==> src/rtl/rilc_pkg.sv <==
// Purpose: constants and carriers for the reset, interrupt and low-power sequencer
// Assumes: 50 MHz clock_in; cpu core drives the request strobes below
// Notes:
// Summary of operation
// RULE1: stop halts oscillator: all processing, timer and watchdog counting freeze.
// RULE2: in stop, clear the three timer interrupt enables, dropping timer requests.
// RULE3: entering stop clears the interrupt mask so external interrupts can wake.
// RULE4: stop ends only on external interrupt or reset; external uses vector 1FFA.
// RULE5: wait halts cpu but keeps timer running; timer interrupt ends wait.
// RULE6: watchdog keeps counting in wait; software must exit and clear it in time.
// RULE7: entering wait clears the interrupt mask, nothing else changes.
// RULE8: any reset aborts the current instruction immediately.
// RULE9: reset clears direction bits, stack pointer to FF, sets mask, clears latches.
// RULE10: reset clears timer divider, loads counter FFFC, clears pin bits and enables.
// RULE11: leaving reset, pc high byte from 1FFE and low byte from 1FFF.
// RULE12: power-on holds reset 4064 cycles, then longer while reset pin stays low.
// RULE13: reset pin is input only, held low 1.5 cycles; never driven by device.
// RULE14: optional 18-stage watchdog, expiry resets like power-on.
// RULE15: writing zero to bit 0 at 1FF0 restarts the watchdog.
// RULE16: interrupts checked after instruction; push pcl, pch, x, a, ccr; set mask.
// RULE17: return pulls ccr, a, x, pch, pcl in that order.
// RULE18: timer interrupt when mask clear and any flag with its enable; vector 1FF8.
// RULE19: external interrupt wins over timer interrupt.
// RULE20: sync irq pin, latch on low, clear latch at vector fetch, relatch during service.
// RULE21: build option selects edge only or edge and level triggering.
// RULE22: software trap ignores mask, vector 1FFC.
// RULE23: edge option latches only on a high-to-low pin transition.
// RULE24: watchdog presence and trigger mode are parameters, not registers.
package rilc_pkg;
    localparam logic [15:0] RILC_WDOG_ADDR    = 16'h1FF0;
    // timer enables are held in rilc_ctl, written through the timer control address
    localparam logic [15:0] RILC_TCR_ADDR     = 16'h0012;
    localparam int          RILC_TEN_MSB      = 7;
    localparam int          RILC_TEN_LSB      = 5;
    localparam int          RILC_WDOG_CLR_BIT = 0;
    localparam logic [15:0] RILC_VEC_TIMER    = 16'h1FF8;
    localparam logic [15:0] RILC_VEC_EXT      = 16'h1FFA;
    localparam logic [15:0] RILC_VEC_TRAP     = 16'h1FFC;
    localparam logic [15:0] RILC_VEC_RESET    = 16'h1FFE;
    localparam logic [7:0]  RILC_SP_RESET     = 8'hFF;
    localparam logic [15:0] RILC_TCNT_RESET   = 16'hFFFC;
    localparam int          RILC_POR_CYCLES   = 4064;
    localparam int          RILC_WDOG_STAGES  = 18;
    localparam logic [1:0]  RILC_RSTPIN_CYC   = 2'h2;
    localparam logic [2:0]  RILC_STACK_LAST   = 3'h4;
    // stack slot codes, push order
    localparam logic [2:0]  RILC_SLOT_PCL = 3'h0;
    localparam logic [2:0]  RILC_SLOT_PCH = 3'h1;
    localparam logic [2:0]  RILC_SLOT_X   = 3'h2;
    localparam logic [2:0]  RILC_SLOT_A   = 3'h3;
    localparam logic [2:0]  RILC_SLOT_CCR = 3'h4;

    typedef enum logic [1:0] {
        RILC_MODE_RUN,
        RILC_MODE_WAIT,
        RILC_MODE_STOP
    } rilc_mode_type;

    typedef enum {
        RILC_ST_RESET,
        RILC_ST_VEC_HI,
        RILC_ST_VEC_LO,
        RILC_ST_RUN,
        RILC_ST_PUSH,
        RILC_ST_PULL
    } rilc_state_type;

    typedef struct packed {
        logic capture_flag;
        logic compare_flag;
        logic overflow_flag;
    } rilc_tflag_type;

    typedef struct packed {
        logic capture_irq_enable;
        logic compare_irq_enable;
        logic overflow_irq_enable;
    } rilc_ten_type;

    typedef struct packed {
        logic        instr_done;
        logic        exec_stop;
        logic        exec_wait;
        logic        exec_trap;
        logic        exec_return;
        logic        mask_set;
        logic        mask_clear;
    } rilc_cpu_req_type;

    typedef struct packed {
        logic        valid;
        logic        pull;
        logic [2:0]  slot;
        logic [15:0] vec_addr;
        logic        vec_fetch;
    } rilc_seq_out_type;
endpackage

==> src/rtl/rilc_ctl.sv <==
// Purpose: reset, interrupt and stop/wait sequencing for an 8-bit core
// Assumes: all inputs synchronous to clock_in; cpu acts on the sequence outputs
// Notes: one state struct, one comb fill, one register stage
//
// Our own choice: the plain strobed port.
`timescale 1ns/1ps
module rilc_ctl #(
    parameter bit          WDOG_FITTED  = 1'b1, // RULE24
    parameter bit          IRQ_LEVEL    = 1'b1, // RULE24
    parameter int          POR_CYCLES   = rilc_pkg::RILC_POR_CYCLES,
    parameter int          WDOG_STAGES  = rilc_pkg::RILC_WDOG_STAGES
) (
    input  wire logic                      clock_in,
    input  wire logic                      rst_in,
    input  wire logic                      reset_pin_n_in,
    input  wire logic                      irq_pin_n_in,
    input  wire rilc_pkg::rilc_cpu_req_type cpu_req_in,
    input  wire rilc_pkg::rilc_tflag_type  timer_flags_in,
    input  wire logic                      wr_in,
    input  wire logic                      rd_in,
    input  wire logic [15:0]               addr_in,
    input  wire logic [7:0]                wdata_in,
    output logic      [7:0]                rdata_out,
    output logic                           core_reset_out,
    output logic                           cpu_halt_out,
    output logic                           osc_run_out,
    output logic                           irq_mask_out,
    output rilc_pkg::rilc_ten_type         timer_en_out,
    output logic                           timer_en_clear_out,
    output logic                           periph_reset_out,
    output logic      [7:0]                sp_out,
    output logic      [15:0]               timer_load_out,
    output rilc_pkg::rilc_seq_out_type     seq_out,
    output rilc_pkg::rilc_mode_type        mode_out,
    output logic                           reset_pin_oe_n_out
);
    typedef struct packed {
        rilc_pkg::rilc_state_type st;
        rilc_pkg::rilc_mode_type  mode;
        logic [12:0]              por_cnt;
        logic                     por_done;
        logic [1:0]               pin_cnt;
        logic [WDOG_STAGES-1:0]   wdog;
        logic                     wdog_bite;
        logic                     irq_s1;
        logic                     irq_s2;
        logic                     irq_prev;
        logic                     irq_latch;
        logic                     mask;
        rilc_pkg::rilc_ten_type   ten;
        logic [7:0]               sp;
        logic [2:0]               slot;
        logic [15:0]              vec;
        logic                     trap_pend;
        logic [7:0]               rdata;
    } rilc_state_reg_type;

    rilc_state_reg_type s_q;
    rilc_state_reg_type s_d;

    function automatic logic timer_qual(input rilc_pkg::rilc_tflag_type f,
                                        input rilc_pkg::rilc_ten_type en);
        timer_qual = (f.capture_flag & en.capture_irq_enable) |
                     (f.compare_flag & en.compare_irq_enable) |
                     (f.overflow_flag & en.overflow_irq_enable);
    endfunction

    logic any_reset;
    logic irq_edge;
    logic irq_low;
    logic ext_pend;
    logic tim_pend;
    logic wdog_wr;

    always_comb begin
        irq_low   = ~s_q.irq_s2;
        irq_edge  = s_q.irq_prev & ~s_q.irq_s2; // RULE23
        ext_pend  = s_q.irq_latch | (IRQ_LEVEL & irq_low); // RULE21
        tim_pend  = timer_qual(timer_flags_in, s_q.ten); // RULE18
        wdog_wr   = wr_in & (addr_in == rilc_pkg::RILC_WDOG_ADDR) &
                    ~wdata_in[rilc_pkg::RILC_WDOG_CLR_BIT]; // RULE15
        // reset pin needs a stable low before it counts, a glitch is ignored
        any_reset = rst_in | ~s_q.por_done | s_q.wdog_bite |
                    (s_q.pin_cnt == rilc_pkg::RILC_RSTPIN_CYC); // RULE13 RULE14

        s_d           = s_q;
        s_d.wdog_bite = 1'b0;
        s_d.rdata     = 8'h00; // watchdog register is write-only, all reads zero

        // synchroniser then edge history, first stage read only by the second
        s_d.irq_s1   = irq_pin_n_in;
        s_d.irq_s2   = s_q.irq_s1;
        s_d.irq_prev = s_q.irq_s2;

        // power-on delay, then wait for the pin to rise
        if (!s_q.por_done) begin
            if (s_q.por_cnt < 13'(POR_CYCLES - 1)) begin
                s_d.por_cnt = s_q.por_cnt + 13'h1; // RULE12
            end else if (reset_pin_n_in) begin
                s_d.por_done = 1'b1; // RULE12
            end
        end
        if (!reset_pin_n_in) begin
            if (s_q.pin_cnt != rilc_pkg::RILC_RSTPIN_CYC) begin
                s_d.pin_cnt = s_q.pin_cnt + 2'h1;
            end
        end else begin
            s_d.pin_cnt = 2'h0;
        end

        // watchdog frozen in stop, running in wait
        if (WDOG_FITTED) begin
            if (wdog_wr) begin
                s_d.wdog = '0; // RULE15
            end else if (s_q.mode != rilc_pkg::RILC_MODE_STOP) begin // RULE1 RULE6
                s_d.wdog = s_q.wdog + 1'b1;
                if (&s_q.wdog) begin
                    s_d.wdog_bite = 1'b1; // RULE14
                end
            end
        end

        // edge latch; a new edge during service beats the fetch clear
        if (s_q.st == rilc_pkg::RILC_ST_VEC_HI && s_q.vec == rilc_pkg::RILC_VEC_EXT) begin
            s_d.irq_latch = 1'b0; // RULE20
        end
        if (irq_edge) begin
            s_d.irq_latch = 1'b1; // RULE20 RULE23
        end

        if (cpu_req_in.mask_set) begin
            s_d.mask = 1'b1;
        end else if (cpu_req_in.mask_clear) begin
            s_d.mask = 1'b0;
        end
        if (cpu_req_in.exec_trap && s_q.st == rilc_pkg::RILC_ST_RUN) begin
            s_d.trap_pend = 1'b1; // RULE22
        end
        // stop and reset below still win over a write in the same cycle
        if (wr_in && addr_in == rilc_pkg::RILC_TCR_ADDR) begin
            s_d.ten = wdata_in[rilc_pkg::RILC_TEN_MSB:rilc_pkg::RILC_TEN_LSB]; // RULE18
        end

        unique case (s_q.st)
            rilc_pkg::RILC_ST_RESET: begin
                s_d.st  = rilc_pkg::RILC_ST_VEC_HI;
                s_d.vec = rilc_pkg::RILC_VEC_RESET; // RULE11
            end
            rilc_pkg::RILC_ST_VEC_HI: begin
                s_d.st = rilc_pkg::RILC_ST_VEC_LO;
            end
            rilc_pkg::RILC_ST_VEC_LO: begin
                s_d.st = rilc_pkg::RILC_ST_RUN;
            end
            rilc_pkg::RILC_ST_RUN: begin
                unique case (s_q.mode)
                    rilc_pkg::RILC_MODE_STOP: begin
                        s_d.ten = '0; // RULE2
                        if (ext_pend) begin // RULE4
                            s_d.mode = rilc_pkg::RILC_MODE_RUN;
                            s_d.st   = rilc_pkg::RILC_ST_PUSH;
                            s_d.slot = rilc_pkg::RILC_SLOT_PCL;
                            s_d.vec  = rilc_pkg::RILC_VEC_EXT;
                        end
                    end
                    rilc_pkg::RILC_MODE_WAIT: begin
                        if (!s_q.mask && (ext_pend || tim_pend)) begin // RULE5
                            s_d.mode = rilc_pkg::RILC_MODE_RUN;
                            s_d.st   = rilc_pkg::RILC_ST_PUSH;
                            s_d.slot = rilc_pkg::RILC_SLOT_PCL;
                            s_d.vec  = ext_pend ? rilc_pkg::RILC_VEC_EXT
                                                : rilc_pkg::RILC_VEC_TIMER;
                        end
                    end
                    default: begin
                        if (cpu_req_in.exec_stop) begin
                            s_d.mode = rilc_pkg::RILC_MODE_STOP; // RULE1
                            s_d.mask = 1'b0; // RULE3
                            s_d.ten  = '0; // RULE2
                        end else if (cpu_req_in.exec_wait) begin
                            s_d.mode = rilc_pkg::RILC_MODE_WAIT;
                            s_d.mask = 1'b0; // RULE7
                        end else if (cpu_req_in.exec_return) begin
                            s_d.st   = rilc_pkg::RILC_ST_PULL; // RULE17
                            s_d.slot = rilc_pkg::RILC_SLOT_CCR;
                        end else if (cpu_req_in.instr_done) begin // RULE16
                            if (s_q.trap_pend || cpu_req_in.exec_trap) begin
                                s_d.st        = rilc_pkg::RILC_ST_PUSH;
                                s_d.slot      = rilc_pkg::RILC_SLOT_PCL;
                                s_d.vec       = rilc_pkg::RILC_VEC_TRAP; // RULE22
                                s_d.trap_pend = 1'b0;
                            end else if (!s_q.mask && ext_pend) begin // RULE19
                                s_d.st   = rilc_pkg::RILC_ST_PUSH;
                                s_d.slot = rilc_pkg::RILC_SLOT_PCL;
                                s_d.vec  = rilc_pkg::RILC_VEC_EXT;
                            end else if (!s_q.mask && tim_pend) begin // RULE18
                                s_d.st   = rilc_pkg::RILC_ST_PUSH;
                                s_d.slot = rilc_pkg::RILC_SLOT_PCL;
                                s_d.vec  = rilc_pkg::RILC_VEC_TIMER;
                            end
                        end
                    end
                endcase
            end
            rilc_pkg::RILC_ST_PUSH: begin
                s_d.sp = s_q.sp - 8'h01; // RULE16
                if (s_q.slot == rilc_pkg::RILC_STACK_LAST) begin
                    s_d.st   = rilc_pkg::RILC_ST_VEC_HI;
                    s_d.mask = 1'b1; // RULE16
                end else begin
                    s_d.slot = s_q.slot + 3'h1;
                end
            end
            rilc_pkg::RILC_ST_PULL: begin
                s_d.sp = s_q.sp + 8'h01; // RULE17
                if (s_q.slot == rilc_pkg::RILC_SLOT_PCL) begin
                    s_d.st = rilc_pkg::RILC_ST_RUN;
                end else begin
                    s_d.slot = s_q.slot - 3'h1;
                end
            end
        endcase

        // reset overrides state, mode, mask, stack, enables and latches and aborts the instruction at once
        if (any_reset) begin // RULE8
            s_d.st        = rilc_pkg::RILC_ST_RESET;
            s_d.mode      = rilc_pkg::RILC_MODE_RUN; // RULE9
            s_d.mask      = 1'b1; // RULE9
            s_d.sp        = rilc_pkg::RILC_SP_RESET; // RULE9
            s_d.ten       = '0; // RULE10
            s_d.wdog      = '0;
            s_d.irq_latch = 1'b0;
            s_d.trap_pend = 1'b0;
            s_d.slot      = rilc_pkg::RILC_SLOT_PCL;
        end
        if (rst_in) begin
            s_d.por_cnt   = '0;
            s_d.por_done  = 1'b0;
            s_d.pin_cnt   = 2'h0;
            s_d.wdog_bite = 1'b0;
            s_d.irq_s1    = 1'b1;
            s_d.irq_s2    = 1'b1;
            s_d.irq_prev  = 1'b1;
            s_d.vec       = rilc_pkg::RILC_VEC_RESET;
            s_d.rdata     = 8'h00;
        end
    end

    always_ff @(posedge clock_in) begin
        s_q <= s_d;
    end

    always_comb begin
        rdata_out          = s_q.rdata;
        core_reset_out     = s_q.st == rilc_pkg::RILC_ST_RESET; // RULE8 RULE9
        periph_reset_out   = s_q.st == rilc_pkg::RILC_ST_RESET; // RULE9 RULE10
        timer_load_out     = rilc_pkg::RILC_TCNT_RESET; // RULE10
        cpu_halt_out       = s_q.mode != rilc_pkg::RILC_MODE_RUN; // RULE5
        osc_run_out        = s_q.mode != rilc_pkg::RILC_MODE_STOP; // RULE1
        irq_mask_out       = s_q.mask;
        timer_en_out       = s_q.ten;
        timer_en_clear_out = (s_q.mode == rilc_pkg::RILC_MODE_STOP) |
                             (s_q.st == rilc_pkg::RILC_ST_RESET); // RULE2 RULE10
        sp_out             = s_q.sp;
        mode_out           = s_q.mode;
        seq_out.valid      = (s_q.st == rilc_pkg::RILC_ST_PUSH) |
                             (s_q.st == rilc_pkg::RILC_ST_PULL);
        seq_out.pull       = s_q.st == rilc_pkg::RILC_ST_PULL;
        seq_out.slot       = s_q.slot;
        seq_out.vec_addr   = (s_q.st == rilc_pkg::RILC_ST_VEC_LO) ? s_q.vec + 16'h0001
                                                                  : s_q.vec;
        seq_out.vec_fetch  = (s_q.st == rilc_pkg::RILC_ST_VEC_HI) |
                             (s_q.st == rilc_pkg::RILC_ST_VEC_LO);
        reset_pin_oe_n_out = 1'b1; // RULE13
    end
endmodule

==> config.mk <==
export PLATFORM = sky130hd
export DESIGN_NAME = rilc_ctl
export DESIGN_NICKNAME = d
export VERILOG_FILES = /design/src/rtl/rilc_pkg.sv /design/src/rtl/rilc_ctl.sv
export SDC_FILE = /design/constraint.sdc
export NUM_CORES = 1
export LEC_CHECK = 0
export ABC_AREA = 1
export BUFFER_PORTS_ARGS = -buffer_cell sky130_fd_sc_hd__buf_2
export CAP_MARGIN = 20
export CORE_MARGIN = 3
export CORE_UTILIZATION = 45
export CTS_CLUSTER_DIAMETER = 100
export DETAILED_ROUTE_END_ITERATION = 8
export PLACE_DENSITY = 0.67
export SLEW_MARGIN = 10
export SYNTH_ARGS = -nofsm -noshare
export SYNTH_HDL_FRONTEND = slang
export SYNTH_SLANG_ARGS = --single-unit
==> constraint.sdc <==
create_clock -name clock_in -period 2.9 [get_ports clock_in]
set_input_delay 0.29 -clock clock_in [delete_from_list [all_inputs] [get_ports clock_in]]
set_output_delay 0.29 -clock clock_in [all_outputs]
set_load 0.005 [all_outputs]
======== Yosys cells after proc, flatten, opt, wreduce, memory -nomap -nowiden ========
Cells that the tools add are included.
W data, S select, Z words.
cells by class
  bitwise operators ....................... 19
  equal/unequal tests ..................... 34
  add/subtract/negate cells ............... 8
  reduce and logical (&&, ||, !) cells .... 28
  magnitude comparators ................... 1
  muxes and demuxes ....................... 54
operators by type and width
  cell                     number
  $mux W32                 9
  $pmux W32 S6             1
  $eq A32 B3 Y1 const B    4
  $eq A32 B2 Y1 const B    3
  $mux W19                 5
  $mux W34                 2
  $pmux W34 S2             1
  $eq A32 B4 Y1 const B    2
  $logic_not A32 Y1        2
  $mux W20                 3
  $pmux W19 S2             1
  $eq A16 B13 Y1 const B   2
  $eq A32 B1 Y1 const B    1
  $pmux W16 S2             1
  $add A18 B1 Y18 const B  1
  $mux W3                  6
  $reduce_and A18 Y1       1
  $mux W17                 1
  $add A16 B1 Y16 const B  1
  $eq A16 B5 Y1 const B    1
  $mux W1                  16
  $mux W16                 1
  $ne A2 B2 Y1 const B     8
  $ne A4 B3 Y1 const B     4
  35 further kinds         67
word-level totals
  input bits .............................. 40
  register bits after elaboration ......... 105

======== Logic depth before layout (Yosys ltp) ========
Gate-level depths: netlist of run 1.
  depth after elaboration ................. 13
  depth in mapped cells ................... 15
  gate-level depth less buffers ........... 15

======== Least setup slack after synthesis of run 1 ========
OpenSTA, ideal clock, no wires.
  kind .................................... flip-flop to flip-flop
  start ................................... register s_q[81] (netlist bit)
  end ..................................... register s_q, in the netlist sp_out[5]
  clock period less this slack ............ 2037 ps
  arrival ................................. 1904 ps
  data required time ...................... 2766 ps
  stages on the path, launching flop included .. 12
  buffers on the path ..................... 0
  path slack .............................. 863 ps
  path through ............................ dfxtp_1 -> inv_1 -> nor2_2 -> nand2_1 -> ha_1 -> nand3_1 -> nand3_1 -> a21oi_1 -> inv_1 -> or2_2 -> nand3_1 -> nand3_1
between the ends
  word-level cells in the longest chain between the ends .. 2
  elaborated cells on any way between the ends .. 4
RTL lines
  element                                            RTL line         RTL
  from (decl)                                        rilc_ctl.sv:58   rilc_state_reg_type s_q;
  from (signal assigned)                             rilc_ctl.sv:250  s_q <= s_d;
  $eq A32 B3 Y1                                      rilc_ctl.sv:144  unique case (s_q.st)
  $pmux W8 S2 or $reduce_bool A2 Y1 (tied branches)  --
Several ways; a longest one is shown, not always the timed one.
A chain may end at the register's enable or synchronous reset.

======== Worst setup path after layout of run 1 ========
Same ends and word-level chain as after synthesis.

==> flow_metrics.tcl, run 1 <==
set metrics [dict create \
    final_cells 771 \
    wl_um 8710 \
    drcViolationCount 0 \
    slowest_delay_ps 450 \
    die_y_um 101.0 \
    ant_nets 0 \
    tightest_slew_ps 658.1 \
    relSlewSlack_pct 55.79 \
    path_cells "inv_1 -> nor2_2 -> nand2_1 -> ha_1 -> nand3_1 -> nand3_1 -> a21oi_1 -> inv_1 -> or2_2 -> nand3_1 -> nand3_1" \
    dp_hpwl_um 6728 \
    grt-ovfl-total 0 \
    clk_pin_slew_worst_paths_ps 70 \
    synth_flop_cell "dfxtp_1" \
    yosysWarnings 0 \
    grt_pass1_wl_um 14550 \
    num_io_pins 106 \
    post_synth.cell_area_avg_um2 6.709 \
    clk_path_buf_depth 2 \
    total_leakage_power_uw 0.001988 \
    diodes 0 \
    synth_area_leaders "dfxtp_1 (31%), nand2_1 (14%), buf_4 (9.8%)" \
    crit_type "reg -> reg" \
    whs_ps 130.9 \
    power_density_nw_per_um2 406.8 \
    synth_top_area_cell "dfxtp_1" \
    coreArea_um2 8721 \
    cts_tree "yes" \
    ys_seq_area_share_pct 31.07 \
    syn-cell-area_um2 4059 \
    slew_viol_final 0 \
    synth.distinct_cells 38 \
    die_w_um 101.0 \
    cap_violations 0 \
    gp_congestion 0.8768 \
    synth-seq-cells 63 \
    routedWlPerCell_um 11.30 \
    crit_required_ps 3130 \
    synth.most_common_cell "nand2_1" \
    finalSetupViolCount 0 \
    setup_tns_ps 0 \
    cts_made_buffers 9 \
    hold_viol 0 \
    fmax_mhz 415.7 \
    arrival_ps 2640 \
    fin_crit_sh_pct 82.95 \
    cts_hold_buf 0 \
    nFillCells 912 \
    grt_pass1_vias 3362 \
    vdd_drop_max_mv 0.2416 \
    postCtsSetupBuffers 0 \
    drt_iter0_drc 118 \
    rows 34 \
    syn_inst 605 \
    die_area_um2 10190 \
    clock-sinks 63 \
    dp_cells 755 \
    synthTopCellsByCount "nand2_1 (150), nor2_1 (64), dfxtp_1 (63), inv_1 (63)" \
    postPlaceCellArea_um2 4239 \
    skew_ps 7.953 \
    min_period_ps 2405 \
    crit_family "simple AND/OR/NAND/NOR gates" \
    crit_top_cell "nand3_1" \
    grt_max_degree 19 \
    critPathCaptureType "register" \
    cts-root-buf "clkbuf_8" \
    critPathBufInv 2 \
    drive_gt1_share_pct 17.35 \
    cp-start-kind "register" \
    cp_max_fo 10 \
    antenna_found_initial 0 \
    fin_area_um2 4462 \
    async_flop_share_pct 0 \
    timing.critical_path.slowest_stage_cell "dfxtp_1" \
    hp-class "in -> reg" \
    worst_skew_pair.late_latency_ps 340 \
    grt.total_usage_pct 17.62 \
    io_buffers 72 \
    synth-edff-count 0 \
    yosysTopAreaCellShare_pct 31.07 \
    cts_resized 0 \
    vias 3738 \
    start_util_pct 46.54 \
    nNetsFinal 715 \
    rsz0062_at_grt "false" \
    htree_levels 3 \
    dr.pass1.iters 5 \
    areaGrowthSynthToFinish_pct 9.926 \
    outcome "finished, final reports clean" \
    drt-vias-per-instance 4.848 \
]
## metal layers
layer	wire [um]	vias up	track usage, %
met1	3845	1696	21.66
met5	0	-	0
met2	4311	72	29.87
met4	112	0	5.930
li1	-	1961	-
met3	441	9	4.567
## registers in the layout, summed over array words and instances (netlist names)
signal and count:
sp_out 8, timer_en_out 3, s_q 46, irq_mask_out 1, seq_out 3, mode_out 2
## final cells by class
cell class,instances,area [um^2],area share (%)
repair buffers,74,375.4,8.413
inverters,67,251.5,5.637
clock inverters,4,77.57,1.739
clock buffers,12,145.1,3.253
multi-input cells,443,2216,49.66
flip-flops and latches,63,1261,28.27
well taps,108,135.1,3.029
## power breakdown
| group | internal, uW | switching, uW |
|---|---|---|
| logic | 30.6 | 43.0 |
| registers | 872 | 5.15 |
| clock network | 513 | 352 |
| total | 1420 | 400 |
## worst reg2reg max path, stage by stage, from the launching register on
cell and delay [ps]:
dfxtp_1 450, inv_1 100, nor2_2 150, nand2_1 300, ha_1 440, nand3_1 110
nand3_1 130, a21oi_1 160, inv_1 70, or2_2 270, nand3_1 70, nand3_1 70
## kinds of logic (layout without fill, tap and decap cells)
| group | count (synthesis) | after routing | synth area share (%) |
|---|---|---|---|
| AOI/OAI and AO/OA | 55 | 55 | 7.337 |
| xor gates and xnor gates | 16 | 16 | 3.453 |
| adders and majority gates | 17 | 17 | 5.610 |
| buffers and inverters | 127 | 157 | 16.92 |
| DFF | 63 | 63 | 31.07 |
| other | 2 | 30 | 0.1850 |
| and+or+nand+nor | 325 | 325 | 35.42 |
## worst paths after layout
path | cells after the start | endpoint | slack, ps | startpoint
max | 11 | sp_out[5] | 490 | s_q[81]
min reg2reg | 1 | s_q[42] | 420 | s_q[43]
min | 2 | s_q[43] | 130 | irq_pin_n_in
max reg2reg | 11 | sp_out[5] | 490 | s_q[81]
## per-stage QoR
step	setup slack (ps)	utilization (%)	total power, uW
2_1_floorplan	862.5	-	961.8
3_3_place_gp	582.5	48.61	966.6
5_1_grt	269.3	51.16	1881
6_report	494.6	51.16	1815
4_1_cts	494.5	51.16	1835
3_5_place_dp	501.4	48.61	969.2
## placed cells by master, fill, tap and decap left out, types with 3 or more instances in the layout
cell and instances:
nand2_1 150, buf_2 72, nor2_1 64, inv_1 63
dfxtp_1 63, nand3_1 53, a21oi_1 31, conb_1 30
ha_1 15, nor3_1 14, o21ai_0 14, or2_2 13
nand4_1 10, clkbuf_8 10, xor2_1 9, xnor2_1 7
nand2_2 5, inv_2 3, nor2_2 3, nor3b_1 3
nand3b_1 3
No activity file was read; power rests on OpenSTA's default activity.
==> inputs of run 2 (changes only) <==
PLACE_DENSITY = 0.69   (was 0.67)
clock period = 2 ns   (was 2.9 ns; I/O delays follow)
==> run 2 against run 1 <==
  * Non-clock buffer count rose by 14
  * Register-to-register slack got worse by 380 ps
  * Largest power group unchanged
  * Via count is 1.8% higher
  * Highest routed layer unchanged
  * Critical endpoint is now sp_out[7]
  * Largest cell class unchanged
==> flow_metrics.tcl, run 2 (synthesized netlist as in run 1, its figures left out) <==
set metrics [dict create \
    cts_made_buffers 9 \
    rsz0062_at_grt "false" \
    power_switching_uw 584.3 \
    setup_tns_ps 0 \
    num_io_pins 106 \
    fin_crit_sh_pct 94.27 \
    cts-root-buf "clkbuf_8" \
    routedWlPerCell_um 11.48 \
    die_area_um2 10190 \
    cts_tree "yes" \
    wl_um 9025 \
    critPathCaptureType "register" \
    clock-sinks 63 \
    grt_max_degree 19 \
    coreArea_um2 8721 \
    timing.critical_path.slowest_stage_cell "dfxtp_2" \
    skew_ps 6.041 \
    nNetsFinal 730 \
    die_y_um 101.0 \
    mostFrequentLayoutCells "nand2_1 (147), buf_2 (72), inv_1 (62), nor2_1 (62), dfxtp_1 (59)" \
    finalSetupViolCount 0 \
    htree_levels 3 \
    vdd_drop_max_mv 0.4204 \
    cp-start-kind "register" \
    intPower_uw 1829 \
    drcViolationCount 0 \
    total_leakage_power_uw 0.002041 \
    regMostFlops "s_q" \
    largest_reg_flops 46 \
    p_clk_share_pct 42.9 \
    p_seq_share_pct 52.7 \
    hold_viol 0 \
    arrival_ps 2110 \
    drive_gt1_share_pct 21.68 \
    clk_path_buf_depth 2 \
    crit_required_ps 2230 \
    path_cells "inv_2 -> nor2_4 -> buf_4 -> nand2_2 -> buf_4 -> ha_1 -> nand2_1 -> inv_1 -> a21oi_1 -> nand2_1 -> xnor2_1 -> nand2_1 -> nand3_1" \
    power_density_nw_per_um2 522.9 \
    swShare_pct 24.22 \
    crit_top_cell "nand2_1" \
    dr.pass1.iters 5 \
    fmax_mhz 530.4 \
    antenna_found_initial 0 \
    grt.total_usage_pct 17.78 \
    pwr-share-comb_pct 4.4 \
    start_util_pct 46.54 \
    grt_pass1_wl_um 14950 \
    drt_iter0_drc 130 \
    cap_violations 0 \
    vias 3805 \
    areaGrowthSynthToFinish_pct 13.69 \
    crit_type "reg -> reg" \
    io_buffers 72 \
    drt-vias-per-instance 4.841 \
    slew_viol_final 0 \
    final_common_cell "nand2_1" \
    outcome "finished, final reports clean" \
    worst_skew_pair.late_latency_ps 340 \
    die_w_um 101.0 \
    diodes 0 \
    slowest_delay_ps 330 \
    cp_max_fo 5 \
    min_period_ps 1885 \
    hp-class "in -> reg" \
    ant_nets 0 \
    grt_pass1_vias 3421 \
    whs_ps 41.19 \
    cts_hold_buf 0 \
    rows 34 \
    clk_pin_slew_worst_paths_ps 80 \
    gp_congestion 0.8971 \
    grt-ovfl-total 0 \
    dp_hpwl_um 6950 \
]
run 2: timing repair:
| action | CTS | global route |
|---|---|---|
| setup endpoints to repair | 0 | 14 |
| setup buffers | 0 | 4 |
| resized for setup | 0 | 19 |
run 2: per-stage QoR:
step | total power (uW) | utilization (%) | cell area (um^2) | std cells | worst slack, ps
global placement | 1401 | 49.50 | 4317 | 765 | 48.18
detailed placement | 1405 | 49.50 | 4317 | 765 | 17.72
floorplan | 1395 | - | 4167 | 633 | 43.83
CTS | 2434 | 51.61 | 4501 | 781 | 6.208
global route | 2518 | 52.91 | 4614 | 786 | 7.224
finish | 2413 | 52.91 | 4614 | 786 | 114.6
run 2: critical path: cells and delay by family (launching register included):
| family | cells | cell delay (ps) |
|---|---|---|
| AOI/OAI and AO/OA | 1 | 150 |
| and+or+nand+nor | 6 | 490 |
| DFF | 1 | 330 |
| adders and majority gates | 1 | 310 |
| buffers and inverters | 4 | 380 |
| xor gates and xnor gates | 1 | 120 |
run 2: path summary, 6_finish.rpt:
kind	start	to	slack (ps)	cells after the start
max	s_q[81]	sp_out[7]	110	13
min reg2reg	s_q[78]	s_q[78]	430	2
max reg2reg	s_q[81]	sp_out[7]	110	13
min	irq_pin_n_in	s_q[43]	40	2
run 2: layout make-up:
cell class,count,area (um^2)
fillers,874,4106
multi-input cells,444,2297
inverters,67,251.5
clock inverters,4,28.78
well taps,108,135.1
clock buffers,12,155.1
flip-flops and latches,63,1266
repair buffers,88,480.5
run 2: power by group through the flow:
stage	clock (uW)	sequential [uW]	combinational, uW
2_1_floorplan	0	1300	96.5
3_3_place_gp	0	1300	101
3_5_place_dp	0	1300	104
4_1_cts	1060	1270	105
5_1_grt	1120	1270	124
6_report	1040	1270	106
run 2: layer usage:
metal / up-vias / track usage [%] / wire length, um
met4: 0 / 4.703 / 136
met3: 11 / 5.536 / 491
met1: 1721 / 22.50 / 3930
met2: 84 / 29.32 / 4467
met5: - / 0 / 0
li1: 1989 / - / -
